<file path="src/zolnp_pkg.sv">
// Package for the zero-overhead loop next-fetch block.
// Assumes one core clock; the commit bus comes from logic on that clock.
package zolnp_pkg;

    localparam int unsigned ADDR_W = 32;
    localparam int unsigned DATA_W = 32;
    localparam int unsigned SIZE_W = 4;

    // Register byte offsets on the bus
    localparam logic [11:0] OFF_BEGIN = 12'h000;
    localparam logic [11:0] OFF_FINISH = 12'h004;
    localparam logic [11:0] OFF_COUNT = 12'h008;
    localparam logic [11:0] OFF_STATUS = 12'h00c;
    localparam logic [11:0] OFF_CTRL = 12'h010;

    // Field positions
    localparam int unsigned STAT_INHIBIT_BIT = 0;
    localparam int unsigned STAT_LAST_REDIR_BIT = 1;
    localparam int unsigned CTRL_LEGACY_BIT = 0;
    localparam int unsigned BTA_VALID_BIT = 0;
    localparam int unsigned ALIGN_BIT = 0;

    // Reset values
    localparam logic [ADDR_W-1:0] RST_ADDR = 32'h0000_0000;
    localparam logic [DATA_W-1:0] RST_COUNT = 32'h0000_0000;
    localparam logic RST_INHIBIT = 1'b0;
    localparam logic RST_LEGACY = 1'b0;

    // Counter values that steer the decision
    localparam logic [DATA_W-1:0] CNT_ONE = 32'h0000_0001;
    localparam logic [DATA_W-1:0] CNT_ZERO = 32'h0000_0000;

    // Why the next fetch address was chosen
    typedef enum logic [2:0] {
        ZOLNP_SEQ,
        ZOLNP_BRANCH,
        ZOLNP_DSLOT,
        ZOLNP_LOOP_BACK,
        ZOLNP_LOOP_EXIT,
        ZOLNP_TRAP
    } zolnp_cause_t;

    // One completing instruction, as presented by commit
    typedef struct packed {
        logic valid;
        logic [ADDR_W-1:0] pc;
        logic [SIZE_W-1:0] size;
        logic taken;
        logic [ADDR_W-1:0] target;
        logic loop_setup;
        logic cond_true;
        logic [ADDR_W-1:0] setup_target;
        logic exc_taken;
        logic int_return;
        logic kernel;
        logic saved_inhibit;
        logic delay_slot_flag;
        logic [ADDR_W-1:0] branch_target_reg;
    } zolnp_commit_t;

    // Answer to fetch
    typedef struct packed {
        logic valid;
        logic [ADDR_W-1:0] addr;
        zolnp_cause_t cause;
    } zolnp_fetch_t;

endpackage

</file>
<file path="src/zolnp_next_fetch_address.sv">
// Zero-overhead loop control: picks the next fetch address per commit.
// Assumes commit and fetch logic share pclk; registers sit on APB.
//
// Decided for this implementation: the APB register port and the placing of the registers.

`timescale 1ns/1ps

module zolnp_next_fetch_address (
    input wire logic pclk,
    input wire logic presetn,
    input wire logic psel,
    input wire logic penable,
    input wire logic pwrite,
    input wire logic [11:0] paddr,
    input wire logic [31:0] pwdata,
    output logic [31:0] prdata,
    output logic pready,
    output logic pslverr,
    input wire zolnp_pkg::zolnp_commit_t commit,
    output zolnp_pkg::zolnp_fetch_t fetch,
    output logic loop_inhibit_flag
);

    // Address decode, used by both read and write paths
    function automatic logic hit(input logic [11:0] a,
                                 input logic [11:0] off);
        hit = (a == off);
    endfunction

    logic [31:0] loop_begin_address_q;
    logic [31:0] loop_finish_address_q;
    logic [31:0] loop_iteration_counter_q;
    logic [31:0] loop_iteration_counter_d;
    logic inhibit_q;
    logic inhibit_d;
    logic legacy_q;
    logic last_redir_q;
    logic [31:0] seq_addr;
    logic at_last;
    logic end_hit;
    logic decr;
    logic setup_active;
    logic [31:0] next_addr;
    zolnp_pkg::zolnp_cause_t next_cause;
    logic wr_go;
    logic rd_go;
    logic mapped;
    logic [31:0] rd_data;

    // Reads are muxed at setup so prdata stands in the access cycle;
    // writes land only at the access edge that completes the transfer
    assign wr_go = psel && penable && pwrite && pready;
    assign rd_go = psel && !penable && !pwrite && !pready;
    assign mapped = hit(paddr, zolnp_pkg::OFF_BEGIN)
        || hit(paddr, zolnp_pkg::OFF_FINISH)
        || hit(paddr, zolnp_pkg::OFF_COUNT)
        || hit(paddr, zolnp_pkg::OFF_STATUS)
        || hit(paddr, zolnp_pkg::OFF_CTRL);

    // Read mux; inhibit has no say here
    always_comb
    begin
        rd_data = 32'h0000_0000;
        case (1'b1)
            hit(paddr, zolnp_pkg::OFF_BEGIN):
                rd_data = loop_begin_address_q;
            hit(paddr, zolnp_pkg::OFF_FINISH):
                rd_data = loop_finish_address_q;
            hit(paddr, zolnp_pkg::OFF_COUNT):
                rd_data = loop_iteration_counter_q;
            hit(paddr, zolnp_pkg::OFF_STATUS):
            begin
                rd_data[zolnp_pkg::STAT_INHIBIT_BIT] = inhibit_q;
                rd_data[zolnp_pkg::STAT_LAST_REDIR_BIT] = last_redir_q;
            end
            hit(paddr, zolnp_pkg::OFF_CTRL):
                rd_data[zolnp_pkg::CTRL_LEGACY_BIT] = legacy_q;
            default:
                rd_data = 32'h0000_0000;
        endcase
    end

    // Bus answer: zero wait state, error on unmapped offsets
    always_ff @(posedge pclk or negedge presetn)
    begin
        if (!presetn)
        begin
            pready <= 1'b0;
            pslverr <= 1'b0;
            prdata <= 32'h0000_0000;
        end
        else
        begin
            pready <= psel && !penable && !pready;
            pslverr <= psel && !penable && !pready && !mapped;
            prdata <= rd_go ? rd_data : 32'h0000_0000;
        end
    end

    // Loop-end detection, judged on current (old) register values
    assign seq_addr = commit.pc + 32'(commit.size);
    assign at_last = (seq_addr == loop_finish_address_q)
        && !loop_finish_address_q[zolnp_pkg::ALIGN_BIT];
    assign setup_active = commit.loop_setup && commit.cond_true;

    // Priority: trap, taken transfer, delay slot, loop end, sequential
    always_comb
    begin
        next_addr = seq_addr;
        next_cause = zolnp_pkg::ZOLNP_SEQ;
        end_hit = 1'b0;
        if (commit.exc_taken)
        begin
            next_cause = zolnp_pkg::ZOLNP_TRAP;
        end
        else if (commit.taken)
        begin
            next_addr = commit.target;
            next_cause = zolnp_pkg::ZOLNP_BRANCH;
        end
        else if (commit.loop_setup && !commit.cond_true)
        begin
            next_addr = commit.setup_target;
            next_cause = zolnp_pkg::ZOLNP_BRANCH;
        end
        else if (commit.delay_slot_flag
            && commit.branch_target_reg[zolnp_pkg::BTA_VALID_BIT])
        begin
            next_addr = commit.branch_target_reg;
            next_addr[zolnp_pkg::BTA_VALID_BIT] = 1'b0;
            next_cause = zolnp_pkg::ZOLNP_DSLOT;
        end
        else if (at_last && !inhibit_q)
        begin
            end_hit = 1'b1;
            // Earlier variant also stops at zero; later only at one
            if (loop_iteration_counter_q != zolnp_pkg::CNT_ONE
                && !(legacy_q
                && loop_iteration_counter_q == zolnp_pkg::CNT_ZERO))
            begin
                next_addr = loop_begin_address_q;
                next_cause = zolnp_pkg::ZOLNP_LOOP_BACK;
            end
            else
            begin
                next_addr = loop_finish_address_q;
                next_cause = zolnp_pkg::ZOLNP_LOOP_EXIT;
            end
        end
    end

    // Earlier variant decrements on reaching the end even if branching
    assign decr = commit.valid && !commit.exc_taken
        && (end_hit
        || (legacy_q && at_last && !inhibit_q));

    // Counter: software write lands at once, so late writes may lag
    always_comb
    begin
        loop_iteration_counter_d = loop_iteration_counter_q;
        if (wr_go && hit(paddr, zolnp_pkg::OFF_COUNT))
            loop_iteration_counter_d = pwdata;
        else if (decr)
            loop_iteration_counter_d =
                loop_iteration_counter_q - zolnp_pkg::CNT_ONE;
    end

    always_ff @(posedge pclk or negedge presetn)
    begin
        if (!presetn)
            loop_iteration_counter_q <= zolnp_pkg::RST_COUNT;
        else
            loop_iteration_counter_q <= loop_iteration_counter_d;
    end

    // Start and end: setup writes after its own redirect was chosen
    always_ff @(posedge pclk or negedge presetn)
    begin
        if (!presetn)
        begin
            loop_begin_address_q <= zolnp_pkg::RST_ADDR;
            loop_finish_address_q <= zolnp_pkg::RST_ADDR;
        end
        else if (commit.valid && !commit.exc_taken && setup_active)
        begin
            loop_begin_address_q <= seq_addr;
            loop_finish_address_q <= commit.setup_target;
        end
        else if (wr_go)
        begin
            if (hit(paddr, zolnp_pkg::OFF_BEGIN))
                loop_begin_address_q <= pwdata;
            if (hit(paddr, zolnp_pkg::OFF_FINISH))
                loop_finish_address_q <= pwdata;
        end
    end

    // Inhibit flag: trap wins over any other change
    always_comb
    begin
        inhibit_d = inhibit_q;
        if (commit.valid)
        begin
            if (commit.exc_taken)
                inhibit_d = 1'b1;
            else if (setup_active)
                inhibit_d = 1'b0;
            else if (commit.int_return && commit.kernel)
                inhibit_d = commit.saved_inhibit;
        end
    end

    always_ff @(posedge pclk or negedge presetn)
    begin
        if (!presetn)
            inhibit_q <= zolnp_pkg::RST_INHIBIT;
        else
            inhibit_q <= inhibit_d;
    end

    // Variant select, software owned
    always_ff @(posedge pclk or negedge presetn)
    begin
        if (!presetn)
            legacy_q <= zolnp_pkg::RST_LEGACY;
        else if (wr_go && hit(paddr, zolnp_pkg::OFF_CTRL))
            legacy_q <= pwdata[zolnp_pkg::CTRL_LEGACY_BIT];
    end

    // Fetch answer, one cycle after the commit it belongs to
    always_ff @(posedge pclk or negedge presetn)
    begin
        if (!presetn)
        begin
            fetch <= '0;
            last_redir_q <= 1'b0;
            loop_inhibit_flag <= zolnp_pkg::RST_INHIBIT;
        end
        else
        begin
            fetch.valid <= commit.valid;
            fetch.addr <= next_addr;
            fetch.cause <= next_cause;
            if (commit.valid)
                last_redir_q <= end_hit
                    && next_cause == zolnp_pkg::ZOLNP_LOOP_BACK;
            loop_inhibit_flag <= inhibit_d;
        end
    end
endmodule

</file>
<file path="config.mk">
export PLATFORM = sky130hd
export DESIGN_NAME = zolnp_next_fetch_address
export DESIGN_NICKNAME = d
export VERILOG_FILES = /design/src/zolnp_pkg.sv /design/src/zolnp_next_fetch_address.sv
export SDC_FILE = /design/constraint.sdc
export NUM_CORES = 1
export LEC_CHECK = 0
export BUFFER_PORTS_ARGS = -buffer_cell sky130_fd_sc_hd__buf_2
export CAP_MARGIN = 20
export CORE_UTILIZATION = 56
export DETAILED_ROUTE_END_ITERATION = 10
export PLACE_DENSITY = 0.85
export SLEW_MARGIN = 25
export SYNTH_ARGS = -nofsm -noshare
export SYNTH_HDL_FRONTEND = slang
export SYNTH_SLANG_ARGS = --single-unit
</file>
<file path="constraint.sdc">
create_clock -name pclk -period 9.7 [get_ports pclk]
set_clock_uncertainty 0.15 [all_clocks]
set_input_delay 0.485 -clock pclk [delete_from_list [all_inputs] [get_ports pclk]]
set_output_delay 0.485 -clock pclk [all_outputs]
set_load 0.05 [all_outputs]
</file>
[After elaboration in Yosys (flattened, before gate mapping)]
Cells that the tools add are included.
Cells by class
  add/subtract/negate cells: 2
  equal/unequal tests: 7
  multiplexer cells: 41
  reductions and logical operators: 48
Operators with widths (count)
  two-way mux 32 bit: 15
  two-way mux 30 bit: 3
  adder 32 x 4 -> 32 bit: 1
  equality test 32 bit: 1
  zero test 32 bit: 1
  inequality test 32 x 1 -> 1 bit (second input constant): 1
  subtractor 32 x 1 -> 32 bit (second input constant): 1
  equality test 12 x 4 -> 1 bit (second input constant): 2
  logical AND 1 bit: 24
  two-way mux 3 bit: 6
  two-way mux 1 bit: 17
  equality test 12 x 3 -> 1 bit (second input constant): 1
  equality test 12 x 5 -> 1 bit (second input constant): 1
  zero test 12 bit: 1
  zero test 1 bit: 9
  nonzero test 2 bit: 4
  AND reduction 2 bit: 3
  logical OR 1 bit: 5
  equality test 3 x 2 -> 1 bit (second input constant): 1
  nonzero test 3 bit: 1
Word-level totals
  bits in registers: 169
  input bits: 190
  output and inout bits: 71
  logic and storage cells: 110

[Logic depth before layout (Yosys ltp)]
  depth after elaboration: 13
  depth in mapped cells: 16
  depth with buffers taken out: 12

[Worst setup path before layout]
Ideal clock, no wire load.
  kind: input to register
  start point: input port commit[107] in the netlist's numbering
  end point: register loop_iteration_counter_q[30]
  setup time: 124 ps
  arrival: 4109 ps
  required time: 9426 ps
  slack: 5317 ps
  stages on the path: 15
  path buffers: 4
  cells stage by stage: ha_1 -> buf_2 -> nand3_2 -> o22a_1 -> buf_6 -> or4b_2 -> xor2_1 -> o21ai_0 -> or4_1 -> or4_1 -> buf_2 -> nor4_4 -> buf_4 -> a21oi_1 -> o31a_1
Between the ends
  word-level cells in the longest chain between the ends: 12
  elaborated cells between the ends (all ways): 14
  classes of those cells: add/sub (1); eq/ne (1); mux (5); reduce/logical (7)
Ends and longest elaborated chain
  from (decl): RTL line zolnp_next_fetch_address.sv:19  | input wire zolnp_pkg::zolnp_commit_t commit,
  adder 32 x 4 -> 32 bit *: RTL line zolnp_next_fetch_address.sv:101  | assign seq_addr = commit.pc + 32'(commit.size);
  equality test 32 bit *: RTL line zolnp_next_fetch_address.sv:102  | assign at_last = (seq_addr == loop_finish_address_q)
  logical AND 1 bit *: RTL line zolnp_next_fetch_address.sv:103  | && !loop_finish_address_q[zolnp_pkg::ALIGN_BIT];
  logical AND 1 bit: RTL line zolnp_next_fetch_address.sv:133  | else if (at_last && !inhibit_q)
  two-way mux 1 bit: RTL line zolnp_next_fetch_address.sv:133
  two-way mux 1 bit: RTL line zolnp_next_fetch_address.sv:126  | else if (commit.delay_slot_flag
  two-way mux 1 bit: RTL line zolnp_next_fetch_address.sv:121  | else if (commit.loop_setup && !commit.cond_true)
  two-way mux 1 bit: RTL line zolnp_next_fetch_address.sv:116  | else if (commit.taken)
  two-way mux 1 bit: RTL line zolnp_next_fetch_address.sv:112  | if (commit.exc_taken)
  logical OR 1 bit *: RTL line zolnp_next_fetch_address.sv:155  | || (legacy_q && at_last && !inhibit_q));
  logical AND 1 bit *: RTL line zolnp_next_fetch_address.sv:154  | && (end_hit
  nonzero test 2 bit (no line) *
  to (signal assigned): RTL line zolnp_next_fetch_address.sv:171  | loop_iteration_counter_q <= zolnp_pkg::RST_COUNT;
  to (signal assigned): RTL line zolnp_next_fetch_address.sv:173  | loop_iteration_counter_q <= loop_iteration_counter_d;
  to (decl): RTL line zolnp_next_fetch_address.sv:32  | logic [31:0] loop_iteration_counter_q;
Every way passes the cells marked *; elsewhere a longest branch is shown, timed or not.
A chain may end at the register's enable or synchronous reset.

[Worst setup path after layout]
  start point: input port commit[104] in the netlist's numbering
  end point: register loop_iteration_counter_q[25]
Same word-level chain as after synthesis.

==> results.toml <==
[min_path]
hold_class = "input pin to async pin"

[critical_path]
cp_max_fo = 57
startpoint_type = "input pin"
worst_ep_arrival_time_ns = 5.43
endpoint_kind = "flop"
cp.required_ns = 9.91
rr_worst_depth = 10
criticalPathCategory = "input pin to flop"

[clock_tree]
cts.repair.resized = 0
cts_hold_buf = 0
post_cts_buffers = 0
cts_num_sinks = 169
root_buffer = "clkbuf_16"
clk_pin_slew_worst_paths_ns = 0.07
cts_tree = "done"
htreeDepth = 4
clock_latency_ns = 0.44
numCtsBuffers = 17
cts_buffer_depth = 2

[power_and_ir_drop]
powerDensity_mw_per_mm2 = 155.7
peakVddDrop_mv = 0.1013
p_leak_nw = 5.814

[floorplanning]
die_y_um = 144.1
core_mm2 = 0.01965
start_util = 0.5751
dieWidth_um = 144.1
rows = 51
die_area_mm2 = 0.02076
ios = 261

[timing]
max_freq_ghz = 0.1915
period_needed_ns = 5.222
rsz0062_at_grt = "no"
slew_violations = 0
setup_viol = 0
slew_headroom = 0.3126
finalSetupTns_ns = 0
hold_viol_final = 0
min_period_over_period = 0.5383
worstMarginPinSlew_ns = 1.029

[route]
wl_per_cell_um = 24.89
drtIter0Drc = 1629
drcViolationCount = 0
ant_nets = 0
drt-total-wl_mm = 43.55
via_count = 11840
via_per_inst = 6.768
firstDrtPassIters = 8

[synth]
ys_seq_elements = 169
syn-num-nets = 1475
synth_warnings = 0
synth.area.top_cells = "dfrtp_1, mux2i_1, nor2_1"
avgSynthCellArea_um2 = 8.845
synth.distinct_cells = 79
synth-async-reset-ratio = 1.000
synth_top_area_cell = "dfrtp_1"
seq_area_frac_synth = 0.3741
synth_enable_flop_cells = 0
synth_ff_type = "dfrtp_1"
syn_area_mm2 = 0.01130
synth_top_area_share = 0.3741
synth_most_common_cell = "nor2_1"
syn_inst = 1278
synth_commonest_cells = "nor2_1, dfrtp_1, a21oi_1"

[grt]
antenna_found_initial = 0
grt.busiest_layer = "met1"
grt_pass1_wl_mm = 64.67
grt.met2_usage = 0.6067
grt_overflow_total = 0
track_usage = 0.4256
met3_usage = 0.1116
grt_pass1_vias = 10870
grt_max_degree = 113
use_met1 = 0.6184

[placed_design]
gp_congestion = 1.001
dpl.hpwl_mm = 32.09
port_buffers = 260
place_area_mm2 = 0.01269

[cells_and_area]
multi_input_area_mm2 = 0.006603
area.growth.synth_to_final_pct = 17.48
antenna_cells = 0
final_area_mm2 = 0.01328
regArea_mm2 = 0.004229
nets = 1669
drive_above_1_share = 0.2566
num-fill-cells = 1603

[run]
maxCapViolCount = 0

[status]
status = "finished clean"
-- layout by cell type, fill, tap and decap left out, types with 15 or more instances in the layout --
cell type,synthesis,final
buf_2,9,259
nor2_1,195,194
dfrtp_1,169,169
a21oi_1,121,121
mux2i_1,92,92
nand2_1,73,73
xnor2_1,43,43
mux2_2,36,36
a222oi_1,30,30
o21ai_0,27,26
nand3_1,26,25
a31oi_1,25,25
inv_1,24,24
xor2_1,23,23
nor3_1,22,20
a221oi_1,18,18
clkbuf_16,0,17
or4_1,16,16
nand4_1,15,15
nor4_1,16,15
buf_4,1,15
-- metal layers --
layer	vias to the layer above	wire length, um
li1	5142	-
met1	5682	17830
met2	895	18400
met3	125	5774
met4	0	1548
met5	-	0
-- worst max-delay path: stages --
cell and delay, ns:
buf_2 0.08, ha_1 0.22, fa_1 0.24, a211oi_2 0.14
nor3_2 0.59, nand2_1 0.32, or4_1 0.69, xor2_1 0.27
o21ai_1 0.08, or4b_1 0.81, or2_4 0.68, or4_1 0.62
a31oi_1 0.17
-- path summary, 6_finish.rpt --
path	from	slack [ns]	to
max	commit[104]	4.48	loop_iteration_counter_q[25]
min	presetn	0.01	loop_finish_address_q[6]
max reg2reg	loop_finish_address_q[7]	5.02	loop_iteration_counter_q[25]
min reg2reg	pready	0.34	pready
max in group asynchronous	presetn	8.15	loop_iteration_counter_q[26]
min in group pclk	commit[140]	0.01	fetch[35]
-- cell type report --
type	count	share of cell area
Clock buffer	21	0.03543
Clock inverter	11	0.008480
Inverter	24	0.006784
Multi-Input combinational cell	983	0.4972
Sequential cell	169	0.3185
Tap cell	265	0.02497
Timing Repair Buffer	277	0.1086
-- where the power goes --
| part | internal [mW] | switching, mW |
|---|---|---|
| logic | 0.186 | 0.313 |
| registers | 0.778 | 0.103 |
| clock network | 0.379 | 0.308 |
-- flip-flops by register name (all words and copies together), names as in the netlist --
name and count:
loop_finish_address_q 32, loop_iteration_counter_q 32, prdata 32, last_redir_q 1
pslverr 1, legacy_q 1, loop_inhibit_flag 1, fetch 36
loop_begin_address_q 32, pready 1
-- through the flow --
step	total power, mW	utilization	hold WS, ns	std cells	worst slack (ns)
final	2.067	0.6756	0.01231	1750	4.478
after global routing	2.129	0.6756	0.01798	1750	4.298
after CTS	2.046	0.6753	0.004017	1750	4.510
after detailed placement	1.367	0.6456	0.3317	1718	4.052
after global placement	1.359	0.6455	0.3125	1718	4.072
after floorplan	1.153	-	0.03941	1278	5.317
-- logic make-up after synthesis --
kind of cell	synth area share
flops	0.3741
mux	0.1193
xor+xnor	0.05313
compound gates	0.2031
fa+ha+maj	0.008413
buf+inv	0.04583
simple gates	0.1960
(Power assumes the default switching activity.)
